File: src/logic/sfcaf_consts.vh
// constants of the serial flash command and address front end
// assumes byte addresses on the avalon slave, one 32-bit word per register
`ifndef SFCAF_CONSTS_VH
`define SFCAF_CONSTS_VH

// register byte offsets
`define SFCAF_REG_CONFIG    5'h00
`define SFCAF_REG_UAE       5'h04
`define SFCAF_REG_BUSY      5'h08
`define SFCAF_REG_EVENTS    5'h0C
`define SFCAF_REG_LASTCMD   5'h10
`define SFCAF_REG_ADDR      5'h14
`define SFCAF_REG_RDATA     5'h18

// field positions
`define SFCAF_CFG_WIDE      0
`define SFCAF_CFG_QUAD      1
`define SFCAF_CFG_ACTIVE    2
`define SFCAF_EV_REJECT     0
`define SFCAF_EV_IGNORE     1
`define SFCAF_EV_EXEC       2

// reset values
`define SFCAF_UAE_RST       1'b0
`define SFCAF_RDATA_RST     8'hFF

// opcodes
`define SFCAF_OP_READ       8'h03
`define SFCAF_OP_FAST       8'h0B
`define SFCAF_OP_PP         8'h02
`define SFCAF_OP_SE         8'h20
`define SFCAF_OP_BE32K      8'h52
`define SFCAF_OP_BE         8'hD8
`define SFCAF_OP_CE1        8'h60
`define SFCAF_OP_CE2        8'hC7
`define SFCAF_OP_READ4B     8'h13
`define SFCAF_OP_FAST4B     8'h0C
`define SFCAF_OP_PP4B       8'h12
`define SFCAF_OP_SE4B       8'h21
`define SFCAF_OP_BE32K4B    8'h5C
`define SFCAF_OP_BE4B       8'hDC
`define SFCAF_OP_WREN       8'h06
`define SFCAF_OP_WRDI       8'h04
`define SFCAF_OP_RDSR       8'h05
`define SFCAF_OP_ENWIDE     8'hB7
`define SFCAF_OP_EXWIDE     8'hE9
`define SFCAF_OP_WRUAE      8'hC5
`define SFCAF_OP_RDUAE      8'hC8
`define SFCAF_OP_QENTER     8'h35
`define SFCAF_OP_QEXIT      8'hF5

// timing
`define SFCAF_DUMMY_CYC     8

`endif

File: src/logic/sfcaf_sync.v
// two flip-flop synchroniser for a bundle of pin inputs
// assumes each bit is an independent level from outside the clock domain
`default_nettype none

module sfcaf_sync #(
  parameter WIDTH = 6,
  parameter [WIDTH-1:0] RST_VAL = {WIDTH{1'b0}}
) (
  input  wire             clk_i,   // system clock
  input  wire             rstn_i,  // async reset, active low
  input  wire [WIDTH-1:0] async_i, // raw pin levels
  output reg  [WIDTH-1:0] sync_o   // synchronised levels
);

  reg [WIDTH-1:0] meta;

  always @(posedge clk_i or negedge rstn_i)
  begin
    if (!rstn_i)
    begin
      meta   <= RST_VAL;
      sync_o <= RST_VAL;
    end
    else
    begin
      meta   <= async_i;
      sync_o <= meta;
    end
  end

endmodule // sfcaf_sync

`default_nettype wire

File: src/logic/sfcaf_frontend.v
// serial flash command framing and address-width front end with avalon-mm registers
// assumes serial clock far slower than clk_i (at least 4 clk_i periods per half cycle)
//
// Functional notes
// - unknown opcode: go standby, output floats, until next chip select fall
// - valid opcode: stay active until the next chip select rise; an array opcode while busy goes standby instead
// - sample on serial clock rise, shift out on fall; modes 0 and 3
// - write-type frames must end on a byte boundary or are rejected
// - array access ignored while a write or erase is busy
// - enter-wide-address sets wide flag; address phase becomes 32 bits
// - wide mode on by enter command, off by exit command
// - in wide mode the extension bit 0 is ignored
// - dedicated wide opcodes always take a 32-bit address
// - 8-bit volatile extension register supplies A31 to A24 for 3-byte addresses; this design keeps only bit 0, which supplies A24
// - extension bits 7 to 1 read zero; bit 0 resets to zero
// - 3-byte read, program, erase act inside the selected segment
// - continuous read crosses into the other segment, extension unchanged
// - a new start address falls inside the selected segment
// - chip erase covers the whole array, ignoring the segment
// - quad protocol carries opcode, address and data on four lines
// - quad enter opcode switches on the quad protocol
// - quad exit opcode returns to single-line transfer
//
// The register offsets and the Avalon-MM interface to the registers are this design's own decisions.
`default_nettype none
`include "sfcaf_consts.vh"

module sfcaf_frontend #(
  parameter DUMMY_CYC = `SFCAF_DUMMY_CYC,
  parameter AW        = 25
) (
  input  wire        clk_i,             // system clock, 10 MHz
  input  wire        rstn_i,            // async reset, active low
  input  wire        cs_n_i,            // chip select pin, active low
  input  wire        sclk_i,            // serial clock pin
  input  wire [3:0]  io_i,              // data pins in, io0 is serial in
  output reg  [3:0]  io_o,              // data pins out, io1 is serial out
  output wire [3:0]  io_oe_o,           // data pin drive enables
  input  wire [4:0]  avs_address_i,     // avalon byte address
  input  wire        avs_read_i,        // avalon read
  input  wire        avs_write_i,       // avalon write
  input  wire [31:0] avs_writedata_i,   // avalon write data
  input  wire [3:0]  avs_byteenable_i,  // avalon byte enables
  output reg  [31:0] avs_readdata_o,    // avalon read data
  output wire        avs_waitrequest_o, // avalon wait request
  output reg         exec_valid_o,      // one-cycle array operation pulse
  output reg  [7:0]  exec_op_o,         // opcode of the operation
  output reg  [AW-1:0] exec_addr_o      // effective array address
);

  localparam [2:0] C_NONE = 3'h0, C_READ = 3'h1, C_FAST = 3'h2, C_PROG = 3'h3;
  localparam [2:0] C_ERASE = 3'h4, C_CHIP = 3'h5, C_MODE = 3'h6, C_REG = 3'h7;

  localparam [2:0] ST_STBY = 3'h0, ST_OPC = 3'h1, ST_ADDR = 3'h2, ST_DUMMY = 3'h3;
  localparam [2:0] ST_DOUT = 3'h4, ST_DIN = 3'h5, ST_HOLD = 3'h6;

  function [2:0] op_class;
    input [7:0] op;
    begin
      case (op)
        `SFCAF_OP_READ, `SFCAF_OP_READ4B:                 op_class = C_READ;
        `SFCAF_OP_FAST, `SFCAF_OP_FAST4B:                 op_class = C_FAST;
        `SFCAF_OP_PP, `SFCAF_OP_PP4B:                     op_class = C_PROG;
        `SFCAF_OP_SE, `SFCAF_OP_SE4B, `SFCAF_OP_BE32K,
        `SFCAF_OP_BE32K4B, `SFCAF_OP_BE, `SFCAF_OP_BE4B:  op_class = C_ERASE;
        `SFCAF_OP_CE1, `SFCAF_OP_CE2:                     op_class = C_CHIP;
        `SFCAF_OP_WREN, `SFCAF_OP_WRDI, `SFCAF_OP_ENWIDE,
        `SFCAF_OP_EXWIDE, `SFCAF_OP_QENTER,
        `SFCAF_OP_QEXIT:                                  op_class = C_MODE;
        `SFCAF_OP_RDSR, `SFCAF_OP_RDUAE,
        `SFCAF_OP_WRUAE:                                  op_class = C_REG;
        default:                                          op_class = C_NONE;
      endcase
    end
  endfunction

  // dedicated wide opcodes
  function is_wide_op;
    input [7:0] op;
    begin
      is_wide_op = (op == `SFCAF_OP_READ4B) || (op == `SFCAF_OP_FAST4B) || (op == `SFCAF_OP_PP4B) ||
                   (op == `SFCAF_OP_SE4B) || (op == `SFCAF_OP_BE32K4B) || (op == `SFCAF_OP_BE4B);
    end
  endfunction

  // effective address: segment bit from extension unless the address is full width
  function [AW-1:0] eff_addr;
    input [31:0] a;
    input        wide;
    input        seg;
    begin
      if (wide)
        eff_addr = a[AW-1:0];
      else
        eff_addr = {seg, a[AW-2:0]};
    end
  endfunction

  // pin synchronisation and edge detection
  wire [5:0] pins_s;
  reg        sclk_q;
  reg        cs_q;

  sfcaf_sync #(
    .WIDTH   (6),
    .RST_VAL (6'h20)
  ) u_sync (
    .clk_i   (clk_i),
    .rstn_i  (rstn_i),
    .async_i ({cs_n_i, sclk_i, io_i}),
    .sync_o  (pins_s)
  );

  wire       cs_s      = pins_s[5];
  wire       sclk_s    = pins_s[4];
  wire [3:0] io_s      = pins_s[3:0];
  wire       sclk_rise = sclk_s & ~sclk_q;
  wire       sclk_fall = ~sclk_s & sclk_q;
  wire       cs_fall   = ~cs_s & cs_q;
  wire       cs_rise   = cs_s & ~cs_q;

  // device state
  reg [2:0]    state;
  reg [2:0]    cls;
  reg [7:0]    opcode;
  reg [31:0]   addr_sh;
  reg [5:0]    cnt;
  reg [5:0]    addr_bits;
  reg [2:0]    bitmod;
  reg [7:0]    din;
  reg [7:0]    dout_sh;
  reg          dout_on;
  reg [AW-1:0] cur_addr;
  reg          wide_address_flag;
  reg          quad_command_protocol;
  reg          upper_address_extension;
  reg          busy;
  reg [7:0]    rdata;
  reg [2:0]    events;
  reg [7:0]    last_cmd;
  reg          ev_rej;
  reg          ev_ign;

  wire [5:0] step     = quad_command_protocol ? 6'd4 : 6'd1;
  wire [7:0] shin     = quad_command_protocol ? {addr_sh[3:0], io_s} : {addr_sh[6:0], io_s[0]};
  wire [7:0] din_in   = quad_command_protocol ? {din[3:0], io_s} : {din[6:0], io_s[0]};
  wire [2:0] ncls     = op_class(shin);
  wire       array_op = (ncls == C_READ) || (ncls == C_FAST) || (ncls == C_PROG) ||
                        (ncls == C_ERASE) || (ncls == C_CHIP);
  wire       wtype    = (cls == C_PROG) || (cls == C_ERASE) || (cls == C_CHIP) || (cls == C_MODE) ||
                        (cls == C_REG && opcode == `SFCAF_OP_WRUAE);
  wire       complete = (state == ST_HOLD) || (state == ST_DIN && cls == C_PROG);
  wire [31:0] a_next  = quad_command_protocol ? {addr_sh[27:0], io_s} : {addr_sh[30:0], io_s[0]};
  wire [7:0] reg_byte = (opcode == `SFCAF_OP_RDSR) ? {6'h00, wide_address_flag, busy} :
                        {7'h00, upper_address_extension};

  assign io_oe_o = !dout_on ? 4'h0 : (quad_command_protocol ? 4'hF : 4'h2);

  always @(posedge clk_i or negedge rstn_i)
  begin
    if (!rstn_i)
    begin
      sclk_q <= 1'b0;
      cs_q   <= 1'b1;
    end
    else
    begin
      sclk_q <= sclk_s;
      cs_q   <= cs_s;
    end
  end

  // avalon slave: one wait state, answer on the second edge
  reg  ack;
  wire req = avs_read_i | avs_write_i;
  wire wr  = avs_write_i & ack & avs_byteenable_i[0];
  assign avs_waitrequest_o = req & ~ack;

  always @(posedge clk_i or negedge rstn_i)
  begin
    if (!rstn_i)
    begin
      ack            <= 1'b0;
      avs_readdata_o <= 32'h0000_0000;
    end
    else
    begin
      ack <= req & ~ack;
      if (avs_read_i && !ack)
      begin
        if (avs_address_i == `SFCAF_REG_CONFIG)
          avs_readdata_o <= {29'h0, (state != ST_STBY), quad_command_protocol, wide_address_flag};
        else if (avs_address_i == `SFCAF_REG_UAE)
          avs_readdata_o <= {31'h0, upper_address_extension};
        else if (avs_address_i == `SFCAF_REG_BUSY)
          avs_readdata_o <= {31'h0, busy};
        else if (avs_address_i == `SFCAF_REG_EVENTS)
          avs_readdata_o <= {29'h0, events};
        else if (avs_address_i == `SFCAF_REG_LASTCMD)
          avs_readdata_o <= {24'h0, last_cmd};
        else if (avs_address_i == `SFCAF_REG_ADDR)
          avs_readdata_o <= {{(32-AW){1'b0}}, cur_addr};
        else if (avs_address_i == `SFCAF_REG_RDATA)
          avs_readdata_o <= {24'h0, rdata};
        else
          avs_readdata_o <= 32'h0000_0000;
      end
    end
  end

  // software registers; sticky events: set wins over write-one-clear
  always @(posedge clk_i or negedge rstn_i)
  begin
    if (!rstn_i)
    begin
      busy   <= 1'b0;
      rdata  <= `SFCAF_RDATA_RST;
      events <= 3'h0;
    end
    else
    begin
      if (wr && avs_address_i == `SFCAF_REG_BUSY)
        busy <= avs_writedata_i[0];
      if (wr && avs_address_i == `SFCAF_REG_RDATA)
        rdata <= avs_writedata_i[7:0];
      events <= (events & ~((wr && avs_address_i == `SFCAF_REG_EVENTS) ? avs_writedata_i[2:0] : 3'h0)) |
                {exec_valid_o, ev_ign, ev_rej};
    end
  end

  // serial frame engine
  always @(posedge clk_i or negedge rstn_i)
  begin
    if (!rstn_i)
    begin
      state                   <= ST_STBY;
      cls                     <= C_NONE;
      opcode                  <= 8'h00;
      addr_sh                 <= 32'h0000_0000;
      cnt                     <= 6'd0;
      addr_bits               <= 6'd24;
      bitmod                  <= 3'd0;
      din                     <= 8'h00;
      dout_sh                 <= 8'h00;
      dout_on                 <= 1'b0;
      io_o                    <= 4'h0;
      cur_addr                <= {AW{1'b0}};
      wide_address_flag       <= 1'b0;
      quad_command_protocol   <= 1'b0;
      upper_address_extension <= `SFCAF_UAE_RST;
      last_cmd                <= 8'h00;
      ev_rej                  <= 1'b0;
      ev_ign                  <= 1'b0;
      exec_valid_o            <= 1'b0;
      exec_op_o               <= 8'h00;
      exec_addr_o             <= {AW{1'b0}};
    end
    else
    begin
      ev_rej       <= 1'b0;
      ev_ign       <= 1'b0;
      exec_valid_o <= 1'b0;
      if (wr && avs_address_i == `SFCAF_REG_UAE)
        upper_address_extension <= avs_writedata_i[0];
      if (cs_rise)
      begin
        state   <= ST_STBY;
        dout_on <= 1'b0;
        if (state != ST_STBY && wtype)
        begin
          if (complete && bitmod == 3'd0)
          begin
            last_cmd <= opcode;
            case (opcode)
              `SFCAF_OP_ENWIDE: wide_address_flag       <= 1'b1;
              `SFCAF_OP_EXWIDE: wide_address_flag       <= 1'b0;
              `SFCAF_OP_QENTER: quad_command_protocol   <= 1'b1;
              `SFCAF_OP_QEXIT:  quad_command_protocol   <= 1'b0;
              `SFCAF_OP_WRUAE:  upper_address_extension <= din[0];
              default:          quad_command_protocol   <= quad_command_protocol;
            endcase
            if (cls == C_PROG || cls == C_ERASE || cls == C_CHIP)
            begin
              exec_valid_o <= 1'b1;
              exec_op_o    <= opcode;
              exec_addr_o  <= (cls == C_CHIP) ? {AW{1'b0}} : cur_addr;
            end
          end
          else
            ev_rej <= 1'b1;
        end
      end
      else if (cs_fall)
      begin
        state   <= ST_OPC;
        cnt     <= 6'd0;
        bitmod  <= 3'd0;
        dout_on <= 1'b0;
      end
      else if (sclk_rise && state != ST_STBY && state != ST_DOUT)
      begin
        bitmod <= bitmod + step[2:0];
        case (state)
          ST_OPC:
          begin
            addr_sh <= {24'h0, shin};
            if (cnt + step == 6'd8)
            begin
              cnt    <= 6'd0;
              opcode <= shin;
              cls    <= ncls;
              if (ncls == C_NONE)
                state <= ST_STBY;
              else if (array_op && busy)
              begin
                state  <= ST_STBY;
                ev_ign <= 1'b1;
              end
              else if (ncls == C_READ || ncls == C_FAST || ncls == C_PROG || ncls == C_ERASE)
              begin
                state     <= ST_ADDR;
                addr_bits <= (wide_address_flag || is_wide_op(shin)) ? 6'd32 : 6'd24;
              end
              else if (ncls == C_REG && shin != `SFCAF_OP_WRUAE)
              begin
                state   <= ST_DOUT;
                dout_sh <= (shin == `SFCAF_OP_RDSR) ? {6'h00, wide_address_flag, busy} :
                           {7'h00, upper_address_extension};
              end
              else if (ncls == C_REG)
                state <= ST_DIN;
              else
                state <= ST_HOLD;
            end
            else
              cnt <= cnt + step;
          end
          ST_ADDR:
          begin
            addr_sh <= a_next;
            if (cnt + step == addr_bits)
            begin
              cnt      <= 6'd0;
              cur_addr <= eff_addr(a_next, addr_bits == 6'd32, upper_address_extension);
              if (cls == C_READ)
              begin
                state   <= ST_DOUT;
                dout_sh <= rdata;
              end
              else if (cls == C_FAST)
                state <= ST_DUMMY;
              else if (cls == C_PROG)
                state <= ST_DIN;
              else
                state <= ST_HOLD;
            end
            else
              cnt <= cnt + step;
          end
          ST_DUMMY:
          begin
            if (cnt + 6'd1 == DUMMY_CYC[5:0])
            begin
              cnt     <= 6'd0;
              state   <= ST_DOUT;
              dout_sh <= rdata;
            end
            else
              cnt <= cnt + 6'd1;
          end
          ST_DIN:
          begin
            din <= din_in;
            if (cnt + step == 6'd8)
            begin
              cnt <= 6'd0;
              if (cls == C_REG)
                state <= ST_HOLD;
            end
            else
              cnt <= cnt + step;
          end
          default:
            cnt <= cnt;
        endcase
      end
      else if (sclk_fall && state == ST_DOUT)
      begin
        dout_on <= 1'b1;
        if (quad_command_protocol)
        begin
          io_o    <= dout_sh[7:4];
          dout_sh <= {dout_sh[3:0], 4'h0};
        end
        else
        begin
          io_o    <= {2'b00, dout_sh[7], 1'b0};
          dout_sh <= {dout_sh[6:0], 1'b0};
        end
        if (cnt + step == 6'd8)
        begin
          cnt     <= 6'd0;
          dout_sh <= (cls == C_REG) ? reg_byte : rdata;
          if (cls != C_REG)
            cur_addr <= cur_addr + {{(AW-1){1'b0}}, 1'b1};
        end
        else
          cnt <= cnt + step;
      end
    end
  end

endmodule // sfcaf_frontend

`default_nettype wire

File: config.mk
export PLATFORM = sky130hd
export DESIGN_NAME = sfcaf_frontend
export DESIGN_NICKNAME = d
export VERILOG_FILES = /design/src/logic/sfcaf_sync.v /design/src/logic/sfcaf_frontend.v
export VERILOG_INCLUDE_DIRS = /design/src /design/src/logic
export SDC_FILE = /design/constraint.sdc
export NUM_CORES = 1
export LEC_CHECK = 0
export BUFFER_PORTS_ARGS = -buffer_cell sky130_fd_sc_hd__buf_4
export CORE_UTILIZATION = 50
export DETAILED_ROUTE_END_ITERATION = 12
export HOLD_SLACK_MARGIN = 0.1
export PLACE_DENSITY = 0.72
export SYNTH_ARGS = -nofsm -noshare
export SYNTH_HDL_FRONTEND = slang
export SYNTH_SLANG_ARGS = --single-unit
File: constraint.sdc
create_clock -name clk_i -period 4.92 [get_ports clk_i]
set_input_delay 0.984 -clock clk_i [delete_from_list [all_inputs] [get_ports clk_i]]
set_output_delay 0.984 -clock clk_i [all_outputs]
set_load 0.02 [all_outputs]
# Word level (Yosys, flattened, before mapping)
# Index checks and enable logic that the tools add are counted.
# op_classes
addsub,4
n_eq_ne,79
muxes,92
bitwise,21
n_reduce_logical,68
# ops
operator,count
$mux 25,15
$mux 8,15
$eq 8x8->1 const B,12
$mux 3,17
$pmux 24 s2,1
$mux 6,7
$ne 3x3->1 const B,11
$eq 8x3->1 const B,4
$eq 8x6->1 const B,4
$eq 3x3->1 const B,10
$add 25x1->25 const B,1
$eq 8x7->1 const B,3
$pmux 8 s3,1
$reduce_and 4->1,6
$mux 1,23
$pmux 3 s7,1
$eq 3x2->1 const B,6
$pmux 6 s3,1
$eq 8x2->1 const B,2
$eq 8x4->1 const B,2
$eq 8x5->1 const B,2
$eq 5x5->1 const B,3
$logic_or 1x1->1,15
$logic_and 1x1->1,14
other kinds (40),88
# totals
register_bits,198
input_bits,51
out_inout_bits,75

# Longest topological paths before layout
# Gate-level depths: netlist (run 1).
# depth
depth_word,17
ltp_mapped,12

# By module
# Synthesis (run 1) repeated with hierarchy kept, for this count alone.
# hier_totals
cells_unflattened,999
area_unflattened_um2,9765.6
# by_module_without_submodules
mod,instances,cells_each,area_per_inst_um2,seq_area_each_um2
sfcaf_frontend,1,987,9462.8,4391.7
sfcaf_sync,1,12,302.8,302.8

# Worst setup path after synthesis (run 1)
# OpenSTA, ideal clock, no wires.
# synth_timing
path_kind,register to register
start,reg quad_command_protocol
end,reg cur_addr[0]
setup_ps,122
t_arrival_ps,2717
required_time_ps,4798
path_slack_ps,2081
stages_incl_launch_ff,13
synth_period_minus_slack_ps,2839
cell_sequence,dfrtp_1 buf_6 inv_1 ha_1 ha_1 or2_2 nor2_1 nand4_4 or3_1 a21boi_2 buf_4 mux2i_1 nand2_1
# synth_via
elab_chain_cells,5
elab_cells_between_ends,7
# synth_rtl
item,line,text
"start, declared",sfcaf_frontend.v:135,reg quad_command_protocol;
"start signal, assigned",sfcaf_frontend.v:280,default: quad_command_protocol <= quad_command_protocol;
$mux 3 *,sfcaf_frontend.v:144,wire [5:0] step = quad_command_protocol ? 6'd4 : 6'd1;
$add 6x3->6 *,"sfcaf_frontend.v:341, sfcaf_frontend.v:400",
$eq 6x6->1 / $eq 6x4->1 (equally long branches),"sfcaf_frontend.v:341, sfcaf_frontend.v:400",
$ne 2x1->1 (no source line) / $reduce_bool 2->1 (equally long branches),-,
$reduce_and 7->1 (no source line) *,-,
"end signal, assigned",sfcaf_frontend.v:247,cur_addr <= {AW{1'b0}};
"end signal, assigned",sfcaf_frontend.v:344,"cur_addr <= eff_addr(a_next, addr_bits == 6'd32, upper_address_extension);"
"end signal, assigned",sfcaf_frontend.v:405,"cur_addr <= cur_addr + {{(AW-1){1'b0}}, 1'b1};"
"end, declared",sfcaf_frontend.v:133,reg [AW-1:0] cur_addr;
# Mark *: on every way between the ends. The rest lies on a longest branch, timed or not.
# A chain may end at the register's enable or synchronous reset.

# Final worst setup path (run 1)
# layout_timing
start,reg quad_command_protocol
end,reg cur_addr[22]
# layout_via
elab_chain_cells,5
elab_cells_between_ends,12
# layout_rtl
item,line,text
$mux 3 / $mux 25 (equally long branches),"sfcaf_frontend.v:144, sfcaf_frontend.v:153",
$add 6x3->6 / $mux 25 (equally long branches),"sfcaf_frontend.v:341, sfcaf_frontend.v:400, sfcaf_frontend.v:92",
$eq 6x6->1 (tied with other cells),sfcaf_frontend.v:341,if (cnt + step == addr_bits)
$ne 2x1->1 (no source line) (tied with other cells),-,
$reduce_and 7->1 (no source line) / $mux 25 (equally long branches),-,
# Parallel ways exist; a longest one is shown, timed or not. The select of a mux whose other input is x is not followed.

==> results.yml, run 1 <==
global_routing:
  gr-total-overflow: 0
  grt_pass1_vias: 7402
  grt_pass1_wl_mm: 39.4
  grt.total_usage: 0.246
  grt_antenna_before_repair: 0
  grt_max_degree: 116
place:
  gp_congestion: 0.876
  port_buffers: 91
  place_hpwl_mm: 16.5
  post_dp_cell_area_um2: 10700
worst_setup_path:
  worstPathArrival_ps: 4090
  required_ps: 5280
  r2r_start: "quad_command_protocol"
  crit_fanout: 28
  crit_start: "quad_command_protocol"
  worstSetupPathType: "reg2reg"
  critPathCaptureType: "flip-flop"
  start_kind: "flip-flop"
clock_network:
  htree_levels: 4
  hold_buffers: 0
  post-cts-setup-buffers: 0
  cts-buffers-inserted: 17
  clock_path_buffers: 2
  path_clk_slew_ps: 70
  tritoncts: "done"
  worstSkewPairLatency_ps: 440
  cts_resized: 0
  cts-root-buf: "clkbuf_16"
  cts.sinks: 187
pwr:
  irDropWorstVdd_mv: 0.250
  p_leak_uw: 0.00505
  finalPower_uw: 3790
  power_density_nw_per_um2: 335
die:
  num_rows: 51
  start_util: 0.511
  die_h_um: 143
  core_um2: 19500
  die_width_um: 143
  ios: 126
  die-area_um2: 20400
sta:
  clock.fmax_mhz: 268
  finalMaxSlewViolations: 0
  skew_ps: 15.5
  finalHoldViolations: 0
  period_needed_ps: 3730
  fin_crit_sh: 0.758
  setup_violations: 0
  worst_pin_slew_ps: 1050
  setup_tns_ps: 0
  slew_headroom: 0.297
  rsz0062_at_grt: "no"
logic_synthesis:
  synthFlopType: "dfrtp_1"
  synth_top_family_by_area: "simple AND/OR/NAND/NOR gates"
  ys_types: 77
  synth.yosys.seq_area_share: 0.472
  synth-simple-area-share: 0.185
  ys_ff_latch: 187
  synthesis.instances: 1072
  synthTopCellsByArea: "dfrtp_1, nand2_1, mux2_2"
  syn_area_um2: 9940
  syn_avg_cell_area_um2: 9.27
  synth_edf_count: 0
  post-synth-top-count-cell: "nand2_1"
  synth-compound-area-share: 0.181
  yosys_warnings: 0
  synth_fa_ha_area_frac: 0.0126
  synthMuxAreaShare: 0.0953
  yosysTopAreaCellShare: 0.441
  synth_xor_area_frac: 0.00780
  synthTopCellsByCount: "nand2_1, dfrtp_1, o21ai_0, a21oi_1, nor2_1"
  synth_top_cell_by_area: "dfrtp_1"
  synth_async_sr_flop_share: 1.00
cells_and_area:
  area_growth_syn_to_layout_pct: 14.0
  antenna_cells: 0
  multi_input_area_um2: 4850
  drive_above_1_share: 0.193
  final_area_um2: 11300
  post-route-util: 0.582
  layout.nets: 1178
  fill_cells: 1698
  register_area_um2: 4700
min_path:
  holdCritStartpoint: "u_sync.meta[3]"
  worstHoldPathType: "reg2reg"
detailed_routing:
  highest_layer: "met4"
  wl_met2_mm: 10.9
  vias: 8236
  ant_nets: 0
  wl_met3_mm: 1.34
  drtIter0Drc: 923
  drc_errors: 0
  met1_length_mm: 11.5
  routed_via_density: 5.90
  wl_per_cell_um: 17.2
  dr.pass1.iters: 6
  routed_wl_mm: 24.0
run_status:
  status: "finished clean"
flow_run:
  max_cap_violations: 0
==> cell type report <==
cell class	count	share of cell area
repair buffers	101	0.0686
inverters	19	0.00630
clock inverters	14	0.0148
well taps	265	0.0293
flip-flops and latches	187	0.415
multi-input cells	791	0.428
clock buffers	18	0.0388
==> kinds of logic after synthesis <==
group / after synthesis
DFF: 187
other: 1
AOI/OAI and AO/OA: 286
adders and majority gates: 10
buffers and inverters: 100
muxes: 88
xor gates and xnor gates: 8
and+or+nand+nor: 392
==> sequential cells by signal (all words and copies together) (netlist names), 8 cells and up <==
| name | cells |
|---|---|
| dout_sh | 8 |
| exec_op_o | 8 |
| avs_readdata_o | 25 |
| opcode | 8 |
| exec_addr_o | 25 |
| rdata | 8 |
| cur_addr | 25 |
| addr_sh | 24 |
| last_cmd | 8 |
==> layer usage <==
layer | global-route usage | up-vias
met5 | 0 | -
met2 | 0.370 | 277
met1 | 0.369 | 4012
met3 | 0.0392 | 23
met4 | 0.0583 | 0
li1 | - | 3924
==> critical path, cell delays in order, from the launching register on <==
cell	delay (ps)
dfrtp_2	420
inv_1	280
ha_1	310
ha_1	270
or2_2	310
nor2_1	180
nand4_4	200
or3_1	470
a21boi_4	610
buf_4	370
a21oi_1	100
a21oi_1	140
==> metrics by stage <==
step                      hold slack (ps)  instances  setup slack (ps)
after global routing                  359       1395              1000
final                                 350       1395              1190
after detailed placement              335       1363              1210
after global placement                334       1363              1300
after CTS                             351       1395              1190
after floorplan                       331       1078              2080
==> power by group <==
group | switching, uW | internal (uW)
Sequential | 128 | 1600
Clock | 682 | 706
Combinational | 423 | 249
==> path summary, 6_finish.rpt <==
kind | slack, ps | end | cells past startpoint
setup / recovery | 1190 | cur_addr[22] | 11
hold / removal | 350 | u_sync.sync_o[3] | 0
setup reg to reg | 1190 | cur_addr[22] | 11
hold reg to reg | 350 | u_sync.sync_o[3] | 0
max in group asynchronous | 3300 | u_sync.meta[5] | 2
min in group asynchronous | 670 | avs_readdata_o[20] | 1
==> placed cells by master (no fill, tap or decap), types with 5 or more instances in the layout <==
master	Yosys	routed
and2_1	5	5
mux2_2	49	49
a21o_1	6	6
conb_1	1	7
and3_1	5	5
or3_1	9	9
inv_8	0	6
nor2b_1	5	5
nand4_1	20	20
dfrtp_1	175	174
nand2_1	190	190
nor3_1	23	22
a31oi_1	8	8
o31ai_1	6	6
or2_2	5	5
o21ai_0	107	107
o22ai_1	13	13
a22o_1	31	31
nand3_1	35	34
mux2i_1	38	38
a21oi_1	65	65
ha_1	10	10
nor3b_1	6	6
dfstp_2	12	12
inv_1	19	19
nand2b_1	12	12
clkbuf_16	0	17
buf_4	14	99
nor2_1	54	53
Power figures use the tool's default switching activity.
==> run 2: changes to the inputs <==
- ABC_AREA: default -> 1
- PLACE_DENSITY: 0.72 -> 0.75
- clock period: 4.92 -> 3.1 ns (I/O delays scaled with it)
==> results.yml, run 2 <==
logic_synthesis:
  synth.yosys.seq_area_share: 0.469
  synth_top_cell_by_area: "dfrtp_1"
  syn_area_um2: 10000
  post-synth-top-count-cell: "nand2_1"
  syn_avg_cell_area_um2: 7.60
  synthesis.instances: 1318
  yosys_warnings: 0
  synthTopCellsByCount: "nand2_1, dfrtp_1, inv_1, o21ai_0"
  ys_types: 53
  ys_ff_latch: 187
  synthTopCellsByArea: "dfrtp_1, nand2_1, o21ai_0"
  synth_async_sr_flop_share: 1.00
  synthFlopType: "dfrtp_1"
  yosysTopAreaCellShare: 0.437
  synth_edf_count: 0
worst_setup_path:
  crit_fanout: 9
  worstPathArrival_ps: 3140
  critical_path.cell_chain: "ha_1 > ha_1 > or2_2 > nor2_1 > nand3_1 > nor2_4 > inv_2 > nand2_1 > nand4_1 > nor2_4 > nand2_2 > nand2_1 > nand2_1"
  path_buf_inv: 1
  crit_path_frequent_cell: "nand2_1"
  r2r_start: "cnt[0]"
  crit_path_max_incr_delay_ps: 460
  crit_family: "simple AND/OR/NAND/NOR gates"
  start_kind: "flip-flop"
  required_ps: 3420
  reg2reg_depth: 13
  worst_path_max_delay_cell: "dfrtp_1"
  reg2reg_to: "dout_sh[0]"
  critPathCaptureType: "flip-flop"
  worstSetupPathType: "reg2reg"
  r2r_slack_ps: 290
place:
  place_hpwl_mm: 19.4
  port_buffers: 91
  gp_congestion: 0.942
  placed_cells: 1653
  post_dp_cell_area_um2: 11000
global_routing:
  gr-total-overflow: 0
  grt.total_usage: 0.271
  grt_pass1_vias: 8463
  grt_max_degree: 83
  grt_pass1_wl_mm: 42.8
  grt_antenna_before_repair: 0
pwr:
  p_leak_uw: 0.00560
  power_density_nw_per_um2: 537
  irDropWorstVdd_mv: 0.387
sta:
  finalHoldViolations: 0
  fin_crit_sh: 0.908
  rsz0062_at_grt: "no"
  finalMaxSlewViolations: 0
  setup_violations: 0
  slew_headroom: 0.399
  setup_tns_ps: 0
  skew_ps: 9.87
  period_needed_ps: 2810
  worst_pin_slew_ps: 901
  clock.fmax_mhz: 355
cells_and_area:
  mostFrequentLayoutCells: "nand2_1, dfrtp_1, inv_1"
  instances_no_fill: 1684
  antenna_cells: 0
  layout.nets: 1468
  area_growth_syn_to_layout_pct: 15.8
  layout_commonest_cell: "nand2_1"
  final_area_um2: 11600
  reg.largest.list: "avs_readdata_o: 25 flops, cur_addr: 25 flops, exec_addr_o: 25 flops"
  drive_above_1_share: 0.138
clock_network:
  cts.sinks: 187
  cts-buffers-inserted: 17
  hold_buffers: 0
  cts-root-buf: "clkbuf_16"
  clock_path_buffers: 2
  worstSkewPairLatency_ps: 440
  tritoncts: "done"
  path_clk_slew_ps: 70
  htree_levels: 4
flow_run:
  max_cap_violations: 0
detailed_routing:
  drc_errors: 0
  dr.pass1.iters: 6
  ant_nets: 0
  drtIter0Drc: 839
  routed_via_density: 5.51
  vias: 9271
  routed_wl_mm: 26.9
  wl_per_cell_um: 16.0
die:
  die_width_um: 144
  num_rows: 51
  core_um2: 19500
  die_h_um: 144
  start_util: 0.513
  die-area_um2: 20600
  ios: 126
run_status:
  status: "finished clean"
min_path:
  worstHoldPathType: "in2async"
==> run 2: cell types whose count changed in the layout (fill, tap and decap cells not counted), sizes merged, moves of 12 or more <==
cell    change
nand2     +247
inv       +107
nand3      +58
nor2       +45
mux2       -44
o21ai      +38
mux2i      -34
a21oi      -33
a22o       -30
xor2       +20
buf        +13
nand2b     -12
==> run 2: cells by family (layout without fill, tap and decap cells) <==
family / after synthesis / after routing / synth area share
compound gates: 231 / 231 / 0.128
other cells: 1 / 7 / 0.000375
flops: 187 / 187 / 0.469
fa+ha+maj: 10 / 10 / 0.0125
mux: 10 / 10 / 0.0107
buf+inv: 184 / 279 / 0.0782
xor+xnor: 24 / 24 / 0.0210
simple gates: 671 / 671 / 0.280
==> run 2: through the flow <==
stage,total power (uW),worst slack (ps),hold slack (ps),util
after floorplan,3580,182,324,-
after global placement,3930,299,333,0.562
after detailed placement,3950,266,337,0.562
after CTS,6230,237,236,0.593
after global routing,6520,37.2,267,0.594
final,6220,286,216,0.594
==> run 2: how the worst max path moves through the flow <==
stage	startpoint	slack, ps	endpoint	cells past startpoint
5_1_grt	cnt[0]	40	dout_sh[3]	13
6_report	cnt[0]	290	dout_sh[0]	13
3_5_place_dp	cnt[0]	270	cur_addr[19]	11
2_1_floorplan	quad_command_protocol	180	cur_addr[17]	16
4_1_cts	cnt[0]	240	cur_addr[19]	11
3_3_place_gp	cnt[0]	300	cur_addr[19]	11
==> run 2: layer usage <==
| metal | vias to the layer above | wire length, um | track usage |
|---|---|---|---|
| li1 | 4470 | - | - |
| met1 | 4388 | 11700 | 0.359 |
| met2 | 358 | 12600 | 0.445 |
| met3 | 55 | 1780 | 0.0370 |
| met4 | 0 | 826 | 0.117 |
| met5 | - | 0 | 0 |
==> run 2: area by class of cell <==
type	instances	area, um^2
fillers	1807	7930
multi-input cells	953	4560
well taps	265	332
clock buffers	20	457
inverters	134	503
clock inverters	11	158
flip-flops and latches	187	4700
repair buffers	114	887
==> run 2: repair_timing <==
action	CTS	global route
resized for setup	0	1
setup endpoints to repair	0	1
endpoints found under the hold margin	0	0
buffers inserted	0	0
==> run 2: power by group <==
part           leakage (uW)  total [uW]  switching [uW]  internal, uW
clock              0.000300        2290             965          1320
combinational       0.00280        1170             792           378
sequential          0.00250        2760             193          2570
==> run 3: changes to the inputs <==
- PLACE_DENSITY: 0.75 -> 0.72
- clock period: 3.1 -> 3.05 ns (I/O delays scaled with it)
==> results.yml, run 3 (synthesis results as in run 2) <==
sta:
  period_needed_ps: 2780
  worst_pin_slew_ps: 940
  rsz0062_at_grt: "no"
  clock.fmax_mhz: 359
  setup_tns_ps: 0
  fin_crit_sh: 0.913
  finalHoldViolations: 0
  finalMaxSlewViolations: 0
  slew_headroom: 0.373
  whs_ps: 116
  setup_violations: 0
  skew_ps: 12.3
cells_and_area:
  antenna_cells: 0
  layout_commonest_cell: "nand2_1"
  area_growth_syn_to_layout_pct: 15.4
  instances_no_fill: 1684
  mostFrequentLayoutCells: "nand2_1, dfrtp_1, inv_1"
  layout.nets: 1467
  drive_above_1_share: 0.138
  reg.largest.list: "avs_readdata_o: 25 flops, cur_addr: 25 flops, exec_addr_o: 25 flops"
global_routing:
  grt.total_usage: 0.276
  gr-max-usage-layer: "met2"
  grt_pass1_vias: 8644
  gr-total-overflow: 0
  grt_max_degree: 62
  use_met1: 0.367
  use_met3: 0.0410
  grt_pass1_wl_mm: 43.6
  grt_antenna_before_repair: 0
  grtUsageMet2: 0.448
clock_network:
  cts-root-buf: "clkbuf_16"
  cts-buffers-inserted: 17
  path_clk_slew_ps: 70
  clock_path_buffers: 2
  htree_levels: 4
  post-cts-setup-buffers: 0
  cts.sinks: 187
  tritoncts: "done"
  cts_resized: 0
  hold_buffers: 0
  worstSkewPairLatency_ps: 440
pwr:
  power_density_nw_per_um2: 538
  irDropWorstVdd_mv: 0.417
  p_leak_uw: 0.00557
detailed_routing:
  routed_wl_mm: 26.9
  drc_errors: 0
  drtIter0Drc: 743
  dr.pass1.iters: 5
  ant_nets: 0
  routed_via_density: 5.41
  vias: 9118
  wl_per_cell_um: 16.0
min_path:
  worstHoldPathType: "in2async"
worst_setup_path:
  worstPathArrival_ps: 3100
  worstSetupPathType: "reg2reg"
  crit_fanout: 17
  critPathCaptureType: "flip-flop"
  required_ps: 3370
  start_kind: "flip-flop"
die:
  core_um2: 19500
  die_h_um: 144
  num_rows: 51
  start_util: 0.513
  die_width_um: 144
  die-area_um2: 20600
  ios: 126
flow_run:
  max_cap_violations: 0
place:
  port_buffers: 91
  place_hpwl_mm: 19.6
  placed_cells: 1652
  gp_congestion: 0.914
run_status:
  status: "finished clean"
[run 3: cell types whose count changed in the layout (fill, tap and decap cells not counted), sizes merged]
cell / before / now
inv: 135 / 136
buf: 113 / 112
clkinv: 6 / 5
clkinvlp: 1 / 4
bufinv: 3 / 1
[run 3: cell type report]
type,instances,area [um^2]
multi-input cells,953,4560
clock buffers,20,457
fillers,1819,7980
clock inverters,12,126
inverters,134,503
repair buffers,113,880
well taps,265,332
flip-flops and latches,187,4700
[run 3: per-layer routing]
layer	vias up	wire [um]
met5	-	0
met4	0	862
met3	49	1480
met2	323	12800
met1	4289	11800
li1	4457	-
[run 3: power by group]
group          total (uW)  internal, uW  switching [uW]
logic                1190           385             809
registers            2810          2610             195
clock network        2210          1190            1020
total                6210          4190            2020
[run 3: critical path: stages, from the launching register on]
cell and delay, ps:
dfrtp_1 460, ha_1 250, ha_1 280, or2_2 280
nor2_1 140, nand3_1 150, nor2_4 150, nand2_1 80
nand2_2 180, nand3_2 360, a21oi_1 230, a21oi_1 90
[run 3: path summary, 6_finish.rpt]
path	depth (start not counted)	slack, ps	endpoint	from
max reg2reg	11	270	cur_addr[19]	cnt[0]
max in group asynchronous	2	2170	rdata[4]	rstn_i
max	11	270	cur_addr[19]	cnt[0]
min in group clk_i	1	270	u_sync.meta[3]	io_i[3]
min reg2reg	0	350	u_sync.sync_o[4]	u_sync.meta[4]
min	1	120	avs_readdata_o[24]	rstn_i
[run 3: through the flow]
step | total power [uW] | instance area, um^2 | setup WS, ps | utilization
after floorplan | 3640 | 10000 | 132 | -
after global placement | 4020 | 11000 | 349 | 0.562
after detailed placement | 4030 | 11000 | 282 | 0.562
after CTS | 6230 | 11500 | 270 | 0.592
after global routing | 6520 | 11500 | 82.9 | 0.592
final | 6210 | 11500 | 265 | 0.592
